<file path="config.mk">
export PLATFORM = sky130hd
export DESIGN_NAME = limit_compare_diag_flags
export DESIGN_NICKNAME = d
export VERILOG_FILES = /design/src/logic/limit_pkg.sv /design/src/logic/limit_flag.sv /design/src/logic/limit_compare_diag_flags.sv
export SDC_FILE = /design/constraint.sdc
export NUM_CORES = 1
export LEC_CHECK = 0
export BUFFER_PORTS_ARGS = -buffer_cell sky130_fd_sc_hd__buf_2
export CAP_MARGIN = 20
export CORE_MARGIN = 2
export CORE_UTILIZATION = 45
export DETAILED_ROUTE_END_ITERATION = 8
export PLACE_DENSITY = 0.8
export SLEW_MARGIN = 20
export SYNTH_ARGS = -nofsm -noshare
export SYNTH_HDL_FRONTEND = slang
export SYNTH_SLANG_ARGS = --single-unit
</file>
<file path="constraint.sdc">
create_clock -name clock -period 2.25 [get_ports clock]
set_input_delay 0.225 -clock clock [delete_from_list [all_inputs] [get_ports clock]]
set_output_delay 0.225 -clock clock [all_outputs]
set_load 0.01 [all_outputs]
</file>
<file path="src/logic/limit_pkg.sv">
/*
  Constants shared by the limit compare and diagnostic flag block:
  register indices, field positions, reset values, threshold scaling.
  Assumes a serial port front end that turns frames into word strobes.
*/
package limit_pkg;
  // --------------------------------------------------------------
  // register indices
  // --------------------------------------------------------------
  localparam logic [5:0] diag_index       = 6'h0b;
  localparam logic [5:0] shunt_over_index = 6'h0c;
  localparam logic [5:0] shunt_under_index = 6'h0d;
  localparam logic [5:0] bus_over_index   = 6'h0e;

  // --------------------------------------------------------------
  // reset values
  // --------------------------------------------------------------
  localparam logic [15:0] shunt_over_reset  = 16'h7fff;
  localparam logic [15:0] shunt_under_reset = 16'h8000;
  localparam logic [14:0] bus_over_reset    = 15'h7fff;

  // --------------------------------------------------------------
  // diagnostic field positions
  // --------------------------------------------------------------
  localparam int latch_bit     = 15;
  localparam int coulomb_bit   = 10;
  localparam int arith_bit     = 9;
  localparam int reserved_bit  = 8;
  localparam int temp_bit      = 7;
  localparam int shunt_ov_bit  = 6;
  localparam int shunt_un_bit  = 5;
  localparam int bus_ov_bit    = 4;
  localparam int bus_un_bit    = 3;
  localparam int power_bit     = 2;
  localparam int done_bit      = 1;
  localparam int checksum_bit  = 0;
  localparam int limit_flags   = 6;

  // --------------------------------------------------------------
  // threshold step sizes, nanovolts and millivolts
  // --------------------------------------------------------------
  localparam int    shunt_step_wide_nv   = 5000;
  localparam int    shunt_step_narrow_nv = 1250;
  localparam real   bus_step_mv          = 3.125;
  localparam int    accumulator_width    = 40;
endpackage

</file>
<file path="src/logic/limit_flag.sv">
/*
  One limit-violation flag with latched or transparent behaviour.
  Assumes the fault input is valid only while its update strobe is high.
*/
`timescale 1ns/1ps
module limit_flag
(
  input  wire logic clock,
  input  wire logic rst,
  input  wire logic update,
  input  wire logic fault,
  input  wire logic latch_mode,
  input  wire logic read_clear,
  output logic      flag_q
);
  // ------------------------------------------------------------
  // flag state
  // ------------------------------------------------------------
  always_ff @(posedge clock or posedge rst)
  begin
    if (rst)
      flag_q <= 1'b0;
    else if (!latch_mode)
    begin
      if (update)
        flag_q <= fault;
    end
    else if (update && fault)
      flag_q <= 1'b1;
    else if (read_clear)
      flag_q <= 1'b0;
  end

  property p_latch_hold;
    @(posedge clock) disable iff (rst)
      (latch_mode && flag_q && !read_clear) |=> flag_q;
  endproperty
  a_latch_hold: assert property (p_latch_hold) else $error("latched flag lost");

  property p_set_same;
    @(posedge clock) disable iff (rst)
      (update && fault) |=> flag_q;
  endproperty
  a_set_same: assert property (p_set_same) else $error("flag not set on fault");
endmodule

</file>
<file path="src/logic/limit_compare_diag_flags.sv">
/*
  Threshold registers, limit comparators and the diagnostic flag register.
  Assumes the serial port decodes frames into a word index with one-cycle
  read and write strobes, and the measurement core gives result strobes.
*/
`timescale 1ns/1ps
module limit_compare_diag_flags
(
  input  wire logic        clock,
  input  wire logic        rst,
  input  wire logic [5:0]  reg_index,
  input  wire logic        reg_write,
  input  wire logic        reg_read,
  input  wire logic [15:0] reg_wdata,
  output logic      [15:0] reg_rdata_q,
  input  wire logic        result_valid,
  input  wire logic [19:0] shunt_reading,
  input  wire logic [19:0] bus_reading,
  input  wire logic [15:0] temp_reading,
  input  wire logic [23:0] power_reading,
  input  wire logic [15:0] temp_limit,
  input  wire logic [15:0] power_limit,
  input  wire logic [14:0] bus_under_threshold,
  input  wire logic        input_range_select,
  input  wire logic        conversion_done,
  input  wire logic        conversion_start,
  input  wire logic        arith_overflow,
  input  wire logic        coulomb_wrap,
  input  wire logic        charge_read,
  input  wire logic        accumulator_clear,
  input  wire logic        checksum_fail,
  output logic             alert_latch_select_q,
  output logic             coulomb_overflow_flag_q,
  output logic             arith_overflow_flag_q,
  output logic             conversion_done_flag_q,
  output logic             trim_checksum_ok_q,
  output logic      [5:0]  limit_flags_q
);
  // ------------------------------------------------------------
  // threshold registers
  // ------------------------------------------------------------
  logic [15:0] shunt_over_threshold_q;
  logic [15:0] shunt_under_threshold_q;
  logic [14:0] bus_over_threshold_q;
  logic        diag_read;
  logic [5:0]  fault_vec;

  assign diag_read = reg_read && (reg_index == limit_pkg::diag_index);

  always_ff @(posedge clock or posedge rst)
  begin
    if (rst)
      shunt_over_threshold_q <= limit_pkg::shunt_over_reset;
    else if (reg_write && reg_index == limit_pkg::shunt_over_index)
      shunt_over_threshold_q <= reg_wdata;
  end

  always_ff @(posedge clock or posedge rst)
  begin
    if (rst)
      shunt_under_threshold_q <= limit_pkg::shunt_under_reset;
    else if (reg_write && reg_index == limit_pkg::shunt_under_index)
      shunt_under_threshold_q <= reg_wdata;
  end

  always_ff @(posedge clock or posedge rst)
  begin
    if (rst)
      bus_over_threshold_q <= limit_pkg::bus_over_reset;
    else if (reg_write && reg_index == limit_pkg::bus_over_index)
      bus_over_threshold_q <= reg_wdata[14:0];
  end

  always_ff @(posedge clock or posedge rst)
  begin
    if (rst)
      alert_latch_select_q <= 1'b0;
    else if (reg_write && reg_index == limit_pkg::diag_index)
      alert_latch_select_q <= reg_wdata[limit_pkg::latch_bit];
  end

  // ------------------------------------------------------------
  // comparators
  // ------------------------------------------------------------
  // one shunt or bus threshold step is 16 reading codes, one power step 256;
  // the range scales readings and thresholds alike, so no range term
  always_comb
  begin
    fault_vec[5] = $signed(temp_reading) > $signed(temp_limit);
    fault_vec[4] = $signed(shunt_reading[19:4]) > $signed(shunt_over_threshold_q);
    fault_vec[3] = $signed(shunt_reading[19:4]) < $signed(shunt_under_threshold_q);
    fault_vec[2] = bus_reading[19:4] > {1'b0, bus_over_threshold_q};
    fault_vec[1] = bus_reading[19:4] < {1'b0, bus_under_threshold};
    fault_vec[0] = power_reading[23:8] > power_limit;
  end

  // ------------------------------------------------------------
  // limit flags, order temp down to power
  // ------------------------------------------------------------
  // update with each result
  genvar g;
  generate
    for (g = 0; g < limit_pkg::limit_flags; g++)
    begin : g_flag
      limit_flag u_flag
      (
        .clock      (clock),
        .rst        (rst),
        .update     (result_valid),
        .fault      (fault_vec[g]),
        .latch_mode (alert_latch_select_q),
        .read_clear (diag_read),
        .flag_q     (limit_flags_q[g])
      );
    end
  endgenerate

  // ------------------------------------------------------------
  // status flags
  // ------------------------------------------------------------
  // set wins over accumulator read
  always_ff @(posedge clock or posedge rst)
  begin
    if (rst)
      coulomb_overflow_flag_q <= 1'b0;
    else if (coulomb_wrap)
      coulomb_overflow_flag_q <= 1'b1;
    else if (charge_read)
      coulomb_overflow_flag_q <= 1'b0;
  end

  always_ff @(posedge clock or posedge rst)
  begin
    if (rst)
      arith_overflow_flag_q <= 1'b0;
    else if (arith_overflow)
      arith_overflow_flag_q <= 1'b1;
    else if (conversion_start || accumulator_clear)
      arith_overflow_flag_q <= 1'b0;
  end

  // transparent mode holds until next start
  always_ff @(posedge clock or posedge rst)
  begin
    if (rst)
      conversion_done_flag_q <= 1'b0;
    else if (conversion_done)
      conversion_done_flag_q <= 1'b1;
    else if (alert_latch_select_q && (diag_read || conversion_start))
      conversion_done_flag_q <= 1'b0;
    else if (!alert_latch_select_q && conversion_start)
      conversion_done_flag_q <= 1'b0;
  end

  always_ff @(posedge clock or posedge rst)
  begin
    if (rst)
      trim_checksum_ok_q <= 1'b1;
    else
      trim_checksum_ok_q <= !checksum_fail;
  end

  // ------------------------------------------------------------
  // read data
  // ------------------------------------------------------------
  always_ff @(posedge clock or posedge rst)
  begin
    if (rst)
      reg_rdata_q <= 16'h0000;
    else if (reg_read)
    begin
      unique case (reg_index)
        limit_pkg::diag_index:
          reg_rdata_q <= {alert_latch_select_q, 4'h0, coulomb_overflow_flag_q,
                          arith_overflow_flag_q, 1'b0, limit_flags_q[5:0],
                          conversion_done_flag_q, trim_checksum_ok_q};
        limit_pkg::shunt_over_index:
          reg_rdata_q <= shunt_over_threshold_q;
        limit_pkg::shunt_under_index:
          reg_rdata_q <= shunt_under_threshold_q;
        limit_pkg::bus_over_index:
          reg_rdata_q <= {1'b0, bus_over_threshold_q};
        default:
          reg_rdata_q <= 16'h0000;
      endcase
    end
  end

  // ------------------------------------------------------------
  // checks
  // ------------------------------------------------------------
  property p_coulomb;
    @(posedge clock) disable iff (rst)
      coulomb_wrap |=> coulomb_overflow_flag_q;
  endproperty
  a_coulomb: assert property (p_coulomb) else $error("coulomb flag not set");

  property p_arith_set;
    @(posedge clock) disable iff (rst)
      arith_overflow |=> arith_overflow_flag_q;
  endproperty
  a_arith_set: assert property (p_arith_set) else $error("arith flag not set");

  property p_arith_hold;
    @(posedge clock) disable iff (rst)
      (arith_overflow_flag_q && !conversion_start && !accumulator_clear) |=> arith_overflow_flag_q;
  endproperty
  a_arith_hold: assert property (p_arith_hold) else $error("arith flag dropped");

  property p_reserved;
    @(posedge clock) disable iff (rst)
      diag_read |=> reg_rdata_q[limit_pkg::reserved_bit] == 1'b0;
  endproperty
  a_reserved: assert property (p_reserved) else $error("reserved bit set");

  property p_shunt_over;
    @(posedge clock) disable iff (rst)
      (result_valid && $signed(shunt_reading[19:4]) > $signed(shunt_over_threshold_q))
        |=> limit_flags_q[4];
  endproperty
  a_shunt_over: assert property (p_shunt_over) else $error("shunt over missed");

  property p_done;
    @(posedge clock) disable iff (rst)
      conversion_done |=> conversion_done_flag_q;
  endproperty
  a_done: assert property (p_done) else $error("done flag not set");

  property p_done_clear;
    @(posedge clock) disable iff (rst)
      (alert_latch_select_q && diag_read && !conversion_done) |=> !conversion_done_flag_q;
  endproperty
  a_done_clear: assert property (p_done_clear) else $error("done flag not cleared");

  property p_checksum;
    @(posedge clock) disable iff (rst)
      checksum_fail |=> !trim_checksum_ok_q;
  endproperty
  a_checksum: assert property (p_checksum) else $error("checksum status wrong");

  property p_bus_top;
    @(posedge clock) disable iff (rst)
      (reg_read && reg_index == limit_pkg::bus_over_index) |=> !reg_rdata_q[15];
  endproperty
  a_bus_top: assert property (p_bus_top) else $error("bus threshold bit 15 set");

  property p_coulomb_clear;
    @(posedge clock) disable iff (rst)
      (charge_read && !coulomb_wrap) |=> !coulomb_overflow_flag_q;
  endproperty
  a_coulomb_clear: assert property (p_coulomb_clear) else $error("coulomb not cleared");

  property p_arith_clear;
    @(posedge clock) disable iff (rst)
      ((conversion_start || accumulator_clear) && !arith_overflow) |=> !arith_overflow_flag_q;
  endproperty
  a_arith_clear: assert property (p_arith_clear) else $error("arith flag not cleared");

  property p_done_start;
    @(posedge clock) disable iff (rst)
      (conversion_start && !conversion_done) |=> !conversion_done_flag_q;
  endproperty
  a_done_start: assert property (p_done_start) else $error("done kept over start");

  property p_temp_over;
    @(posedge clock) disable iff (rst)
      (result_valid && $signed(temp_reading) > $signed(temp_limit)) |=> limit_flags_q[5];
  endproperty
  a_temp_over: assert property (p_temp_over) else $error("temp over missed");

  property p_shunt_under;
    @(posedge clock) disable iff (rst)
      (result_valid && $signed(shunt_reading[19:4]) < $signed(shunt_under_threshold_q))
        |=> limit_flags_q[3];
  endproperty
  a_shunt_under: assert property (p_shunt_under) else $error("shunt under missed");

  property p_bus_over;
    @(posedge clock) disable iff (rst)
      (result_valid && bus_reading[19:4] > {1'b0, bus_over_threshold_q}) |=> limit_flags_q[2];
  endproperty
  a_bus_over: assert property (p_bus_over) else $error("bus over missed");

  property p_bus_under;
    @(posedge clock) disable iff (rst)
      (result_valid && bus_reading[19:4] < {1'b0, bus_under_threshold}) |=> limit_flags_q[1];
  endproperty
  a_bus_under: assert property (p_bus_under) else $error("bus under missed");

  property p_power_over;
    @(posedge clock) disable iff (rst)
      (result_valid && power_reading[23:8] > power_limit) |=> limit_flags_q[0];
  endproperty
  a_power_over: assert property (p_power_over) else $error("power over missed");

  property p_limit_clear;
    @(posedge clock) disable iff (rst)
      (alert_latch_select_q && diag_read && !result_valid) |=> (limit_flags_q == 6'h00);
  endproperty
  a_limit_clear: assert property (p_limit_clear) else $error("limit flags not cleared");

  property p_checksum_ok;
    @(posedge clock) disable iff (rst)
      !checksum_fail |=> trim_checksum_ok_q;
  endproperty
  a_checksum_ok: assert property (p_checksum_ok) else $error("checksum status low");
endmodule

</file>
## Word-level counts from Yosys, hierarchy flattened

Index checks and enable logic that the tools add are counted.

| storage, ports and cells | value |
|---|---|
| input bits | 162 |
| output and inout port bits | 27 |
| register bits | 74 |
| logic and storage cells | 85 |

| operators by class | value |
|---|---|
| reductions and logical operators | 27 |
| order comparisons | 6 |
| multiplexer cells | 27 |
| eq/ne operators | 10 |

Operator list:

| operator | number |
|---|---|
| one-hot mux 16 bit (4 select lines) | 1 |
| > comparator 16 bit | 3 |
| two-way mux 1 bit | 26 |
| equality test 6 x 4 -> 1 bit, second input constant | 4 |
| inequality test 3 x 1 -> 1 bit, second input constant | 6 |
| > comparator 16 x 15 -> 1 bit | 1 |
| less-than comparator 16 x 15 -> 1 bit | 1 |
| less-than comparator 16 bit | 1 |
| logical AND 1 bit | 13 |
| AND reduction 2 bit | 6 |
| nonzero test 2 bit | 3 |
| nonzero test 3 bit | 1 |
| zero test 1 bit | 2 |
| logical OR 1 bit | 2 |

## Logic depth before layout (Yosys ltp)

| logic depth | value |
|---|---|
| depth after elaboration | 6 |
| mapped depth | 7 |
| depth with buffers taken out | 7 |

## By module

From an unflattened synthesis, not the netlist that was laid out.

| unflattened totals | value |
|---|---|
| cells, all modules | 564 |
| area, all modules | 5,604.1 µm² |

By module, submodules not included:

| module | sequential area each (µm²) | area an instance (µm²) | times used | cells an instance |
|---|---|---|---|---|
| limit_compare_diag_flags | 1,741.7 | 5,318.9 | 1 | 540 |
| limit_flag | 25.0 | 47.5 | 6 | 4 |

## Worst setup path after synthesis

OpenSTA, ideal clock, no wires.

| path | value |
|---|---|
| kind | input -> register |
| from | in reg_index[5] |
| to | reg shunt_over_threshold_q[15] |
| arrival time | 1.739 ns |
| setup slack | 0.386 ns |
| setup time | 0.125 ns |
| stages | 6 |
| path buffers | 1 |
| required time | 2.125 ns |
| cells stage by stage | or3b_4 -> nor3_4 -> nand2_1 -> nor2_4 -> buf_6 -> mux2_2 |

| on the way | value |
|---|---|
| word-level cells in the longest chain between the ends | 2 |

Ends and longest elaborated chain:

| what | RTL line | source |
|---|---|---|
| start, declared | limit_compare_diag_flags.sv:11 | `input wire logic [5:0] reg_index,` |
| equality test 6 x 4 -> 1 bit | limit_compare_diag_flags.sv:54 | `else if (reg_write && reg_index == limit_pkg::shunt_over_index)` |
| logical AND 1 bit | limit_compare_diag_flags.sv:54 |  |
| end signal, assigned | limit_compare_diag_flags.sv:53 | `shunt_over_threshold_q <= limit_pkg::shunt_over_reset;` |
| end signal, assigned | limit_compare_diag_flags.sv:55 | `shunt_over_threshold_q <= reg_wdata;` |
| end, declared | limit_compare_diag_flags.sv:42 | `logic [15:0] shunt_over_threshold_q;` |

Every way passes these cells.
A chain may end at the register's enable or synchronous reset.

## Final worst setup path

| path | value |
|---|---|
| from | reg shunt_over_threshold_q[14] |
| to | reg g_flag[4].u_flag.flag_q |

| on the way | value |
|---|---|
| word-level cells in the longest chain between the ends | 4 |
| elaborated cells on any way between the ends | 7 |
| classes of those cells | order compare (1); eq/ne (1); mux (3); reduce/logical (2) |

Ends and longest elaborated chain:

| what | RTL line | source |
|---|---|---|
| > comparator 16 bit (*) | limit_compare_diag_flags.sv:90 | `fault_vec[4] = $signed(shunt_reading[19:4]) > $signed(shunt_over_threshold_q);` |
| logical AND 1 bit | limit_flag.sv:28 | `else if (update && fault)` |
| inequality test 3 x 1 -> 1 bit (no source line) / two-way mux 1 bit (equally long branches) | -- |  |
| AND reduction 2 bit (no source line) / two-way mux 1 bit (equally long branches) | -- |  |
| end signal, assigned | limit_flag.sv:26 | `flag_q <= fault;` |
| end, declared | limit_flag.sv:14 | `output logic flag_q` |

Mark *: on every way between the ends. The rest lies on a longest branch, timed or not. The select of a mux whose other input is x is not followed.

==> impl_metrics.toml <==
[status]
status = "complete, no violations"

[logic_synthesis]
synth_cell_types = 56
synthTopCellsByCount = "inv_1, ha_1, dfrtp_1"
netlist_area_sq_um = 5660
syn_inst = 588
synth_ff_type = "dfrtp_1"
async_flop_share_pct = 100
synth_edf_count = 0
syn_area_per_cell_sq_um = 9.63
synth_area_leaders = "ha_1, dfrtp_1, dfstp_2"
synth_top_area_cell = "ha_1"
ys_seq_area_share_pct = 33.4
ys_ff_latch = 74
yosysMostFrequentCell = "inv_1"
syn_nets = 842
synth_top_area_share_pct = 20.3
ys_warn_count = 0

[placed_design]
portBuffers = 171
placed_area_sq_um = 6690
place_congestion = 0.865
dpl.hpwl_microns = 12100
dp_slack_ns = 0.235

[sta]
finalHoldViolCount = 0
setup_ws_ns = 0.144
fin_skew_ns = 0.00690
setup-violations-final = 0
maxSlewHeadroom_pct = 31.7
rsz0062_at_grt = "false"
min_period_over_period_pct = 93.6
slew_violations = 0
tns_ns = 0
fin_crit_ns = 2.11
worstMarginPinSlew_ns = 1.02
max_freq_mhz = 475

[clock_network]
cts.sinks = 74
htreeDepth = 3
clock_path_buffers = 2
cts_tree = "built"
cts_buffers = 9
cts-root-buf = "clkbuf_16"
clock_latency_ns = 0.34
post_cts_buffers = 0
clkSlewWorstSetupHoldPaths_ns = 0.06

[global_route]
overflow = 0
grt_max_degree = 29
grt_util_all_layers_pct = 23.3
antenna_found_initial = 0
grt_pass1_vias = 5186
grt_pass1_wl_microns = 24400

[setup_path]
cp_max_fo = 4
cp.arrival_ns = 2.31
worstPathRequired_ns = 2.45
worstPathCellList = "inv_1 > ha_1 > nand4_1 > a2111oi_0 > nor3_1 > mux2i_1"
path_buf_inv = 1
startpoint_type = "register"
crit_slowest_cell = "a2111oi_0"
critPathTopFamily = "compound AO/OA/AOI/OAI gates"
end_kind = "register"
path_class = "register to register"
cp_slowest_stage_delay_ns = 0.56

[floorplanning]
die_x_microns = 116
num_io_pins = 189
fp.dieArea_sq_um = 13500
core_sq_um = 12200
rows = 40
start_util_pct = 46.5
die_height_microns = 116

[run]
maxCapViolCount = 0

[finish]
fin_nets = 1017
antenna-diode-count = 0
area_growth_pct = 24.0
final_area_sq_um = 7020
drive_gt1_share_pct = 37.6

[route]
routed_wl_microns = 15400
antenna_left = 0
first_pass_iters = 7
drt_iter0_drc = 420
via_per_inst = 5.50
wire_per_inst_microns = 16.4
vias = 5146
route.detailed.drc = 0

[pwr]
p_clk_share_pct = 34.8
comb_power_share_pct = 25.6
p_switching_w = 0.00126
p_sw_share_pct = 29.8
peakVddDrop_mv = 0.407
power.density_nw_per_um2 = 602
cellLeakagePower_nw = 3.57
seq_power_share_pct = 39.5
p_int_w = 0.00297

[min_path]
hp-class = "input pin to register"
-- final cells by class --
class,count,area (sq um)
Fill cell,1063,5140
Tap cell,168,210
Sequential cell,74,1890
Timing Repair Buffer,183,951
Multi-Input combinational cell,384,3250
Inverter,111,417
Clock inverter,5,52.6
Clock buffer,11,253
-- logic make-up (layout without fill, tap and decap cells) --
logic type	count (synthesis)	count (layout)	synth area share, %
DFF	74	74	33.4
muxes	50	50	10.6
AOI/OAI and AO/OA	136	136	16.3
adders and majority gates	92	92	20.3
buffers and inverters	130	310	9.37
and+or+nand+nor	106	106	9.99
-- per-stage QoR --
stage          utilization (%)  hold slack (ns)  instances  total power, W
6_report                  57.7           0.0625        936         0.00423
5_1_grt                   57.7           0.0782        936         0.00446
4_1_cts                   57.7           0.0634        936         0.00422
3_5_place_dp              55.0            0.329        918         0.00274
3_3_place_gp              55.0            0.326        918         0.00270
2_1_floorplan                -            0.251        588         0.00235
-- flip-flops by register name (all words and copies together) (netlist names) --
name,cells
reg_rdata_q,16
shunt_over_threshold_q,16
shunt_under_threshold_q,16
bus_over_threshold_q,15
g_flag.u_flag.flag_q,6
alert_latch_select_q,1
arith_overflow_flag_q,1
conversion_done_flag_q,1
coulomb_overflow_flag_q,1
trim_checksum_ok_q,1
-- repair_timing --
action / 4_1_cts / 5_1_grt
hold buffers: 2 / 0
endpoints found under the hold margin: 19 / 0
gates resized for setup: 0 / 3
endpoints found under the setup margin: 0 / 1
-- worst reg2reg max path, cell delays in order (launching register included) --
cell	delay, ns
dfstp_2	0.53
inv_1	0.06
ha_1	0.29
nand4_1	0.20
a2111oi_0	0.56
nor3_1	0.17
mux2i_1	0.16
-- metal layers --
layer	part of all wire, %	track usage, %
met4	2.7	7.86
met5	0	0
met1	43	30.6
met2	47	39.3
met3	8.1	4.15
-- power groups by stage --
stage	clock [W]	sequential (W)	combinational (W)
after floorplan	0	0.00164	0.000707
after global placement	0	0.00168	0.00102
after detailed placement	0	0.00168	0.00105
after global routing	0.00153	0.00169	0.00124
after CTS	0.00147	0.00167	0.00108
final	0.00147	0.00167	0.00108
-- layout by cell type, fill, tap and decap left out, types with 2 or more instances in the layout --
cell / netlist / routed
clkbuf_16: 0 / 9
dfrtp_1: 42 / 42
o22ai_1: 10 / 10
a2111oi_0: 4 / 3
nor4_1: 4 / 4
mux2_4: 10 / 10
a21o_1: 12 / 12
inv_1: 111 / 110
a21oi_1: 31 / 31
nand4_1: 15 / 15
a311oi_1: 2 / 2
nor3_1: 3 / 3
nand2b_1: 4 / 4
nand4b_1: 2 / 2
ha_1: 92 / 92
o21a_1: 4 / 4
nor2b_1: 4 / 4
dfstp_2: 32 / 32
buf_2: 4 / 171
nor2_1: 20 / 20
clkbuf_8: 0 / 2
a211oi_1: 4 / 4
a222oi_1: 10 / 10
a22oi_1: 6 / 6
o211ai_1: 6 / 6
clkinv_2: 0 / 3
a31oi_1: 4 / 4
a211o_1: 3 / 3
mux2_2: 39 / 39
o21ai_0: 26 / 26
buf_4: 6 / 10
nand2_1: 35 / 35
nand3_1: 8 / 8
dlygate4sd3_1: 0 / 2
-- final timing paths --
kind                                                   startpoint                                      to  slack (ns)  cells past startpoint
hold / removal                                       coulomb_wrap     coulomb_overflow_flag_q$_DFFE_PP0P_        0.06                      2
hold reg to reg            shunt_over_threshold_q[15]$_DFFE_PP0P_  shunt_over_threshold_q[15]$_DFFE_PP0P_        0.51                      1
setup reg to reg           shunt_over_threshold_q[14]$_DFFE_PP1P_     g_flag[4].u_flag.flag_q$_DFFE_PP0P_        0.14                      6
max in group asynchronous                                     rst            trim_checksum_ok_q$_DFF_PP1_        0.93                      4
min in group asynchronous                                     rst             reg_rdata_q[13]$_DFFE_PP0P_        0.50                      3
setup / recovery           shunt_over_threshold_q[14]$_DFFE_PP1P_     g_flag[4].u_flag.flag_q$_DFFE_PP0P_        0.14                      6
(Power assumes the default switching activity.)
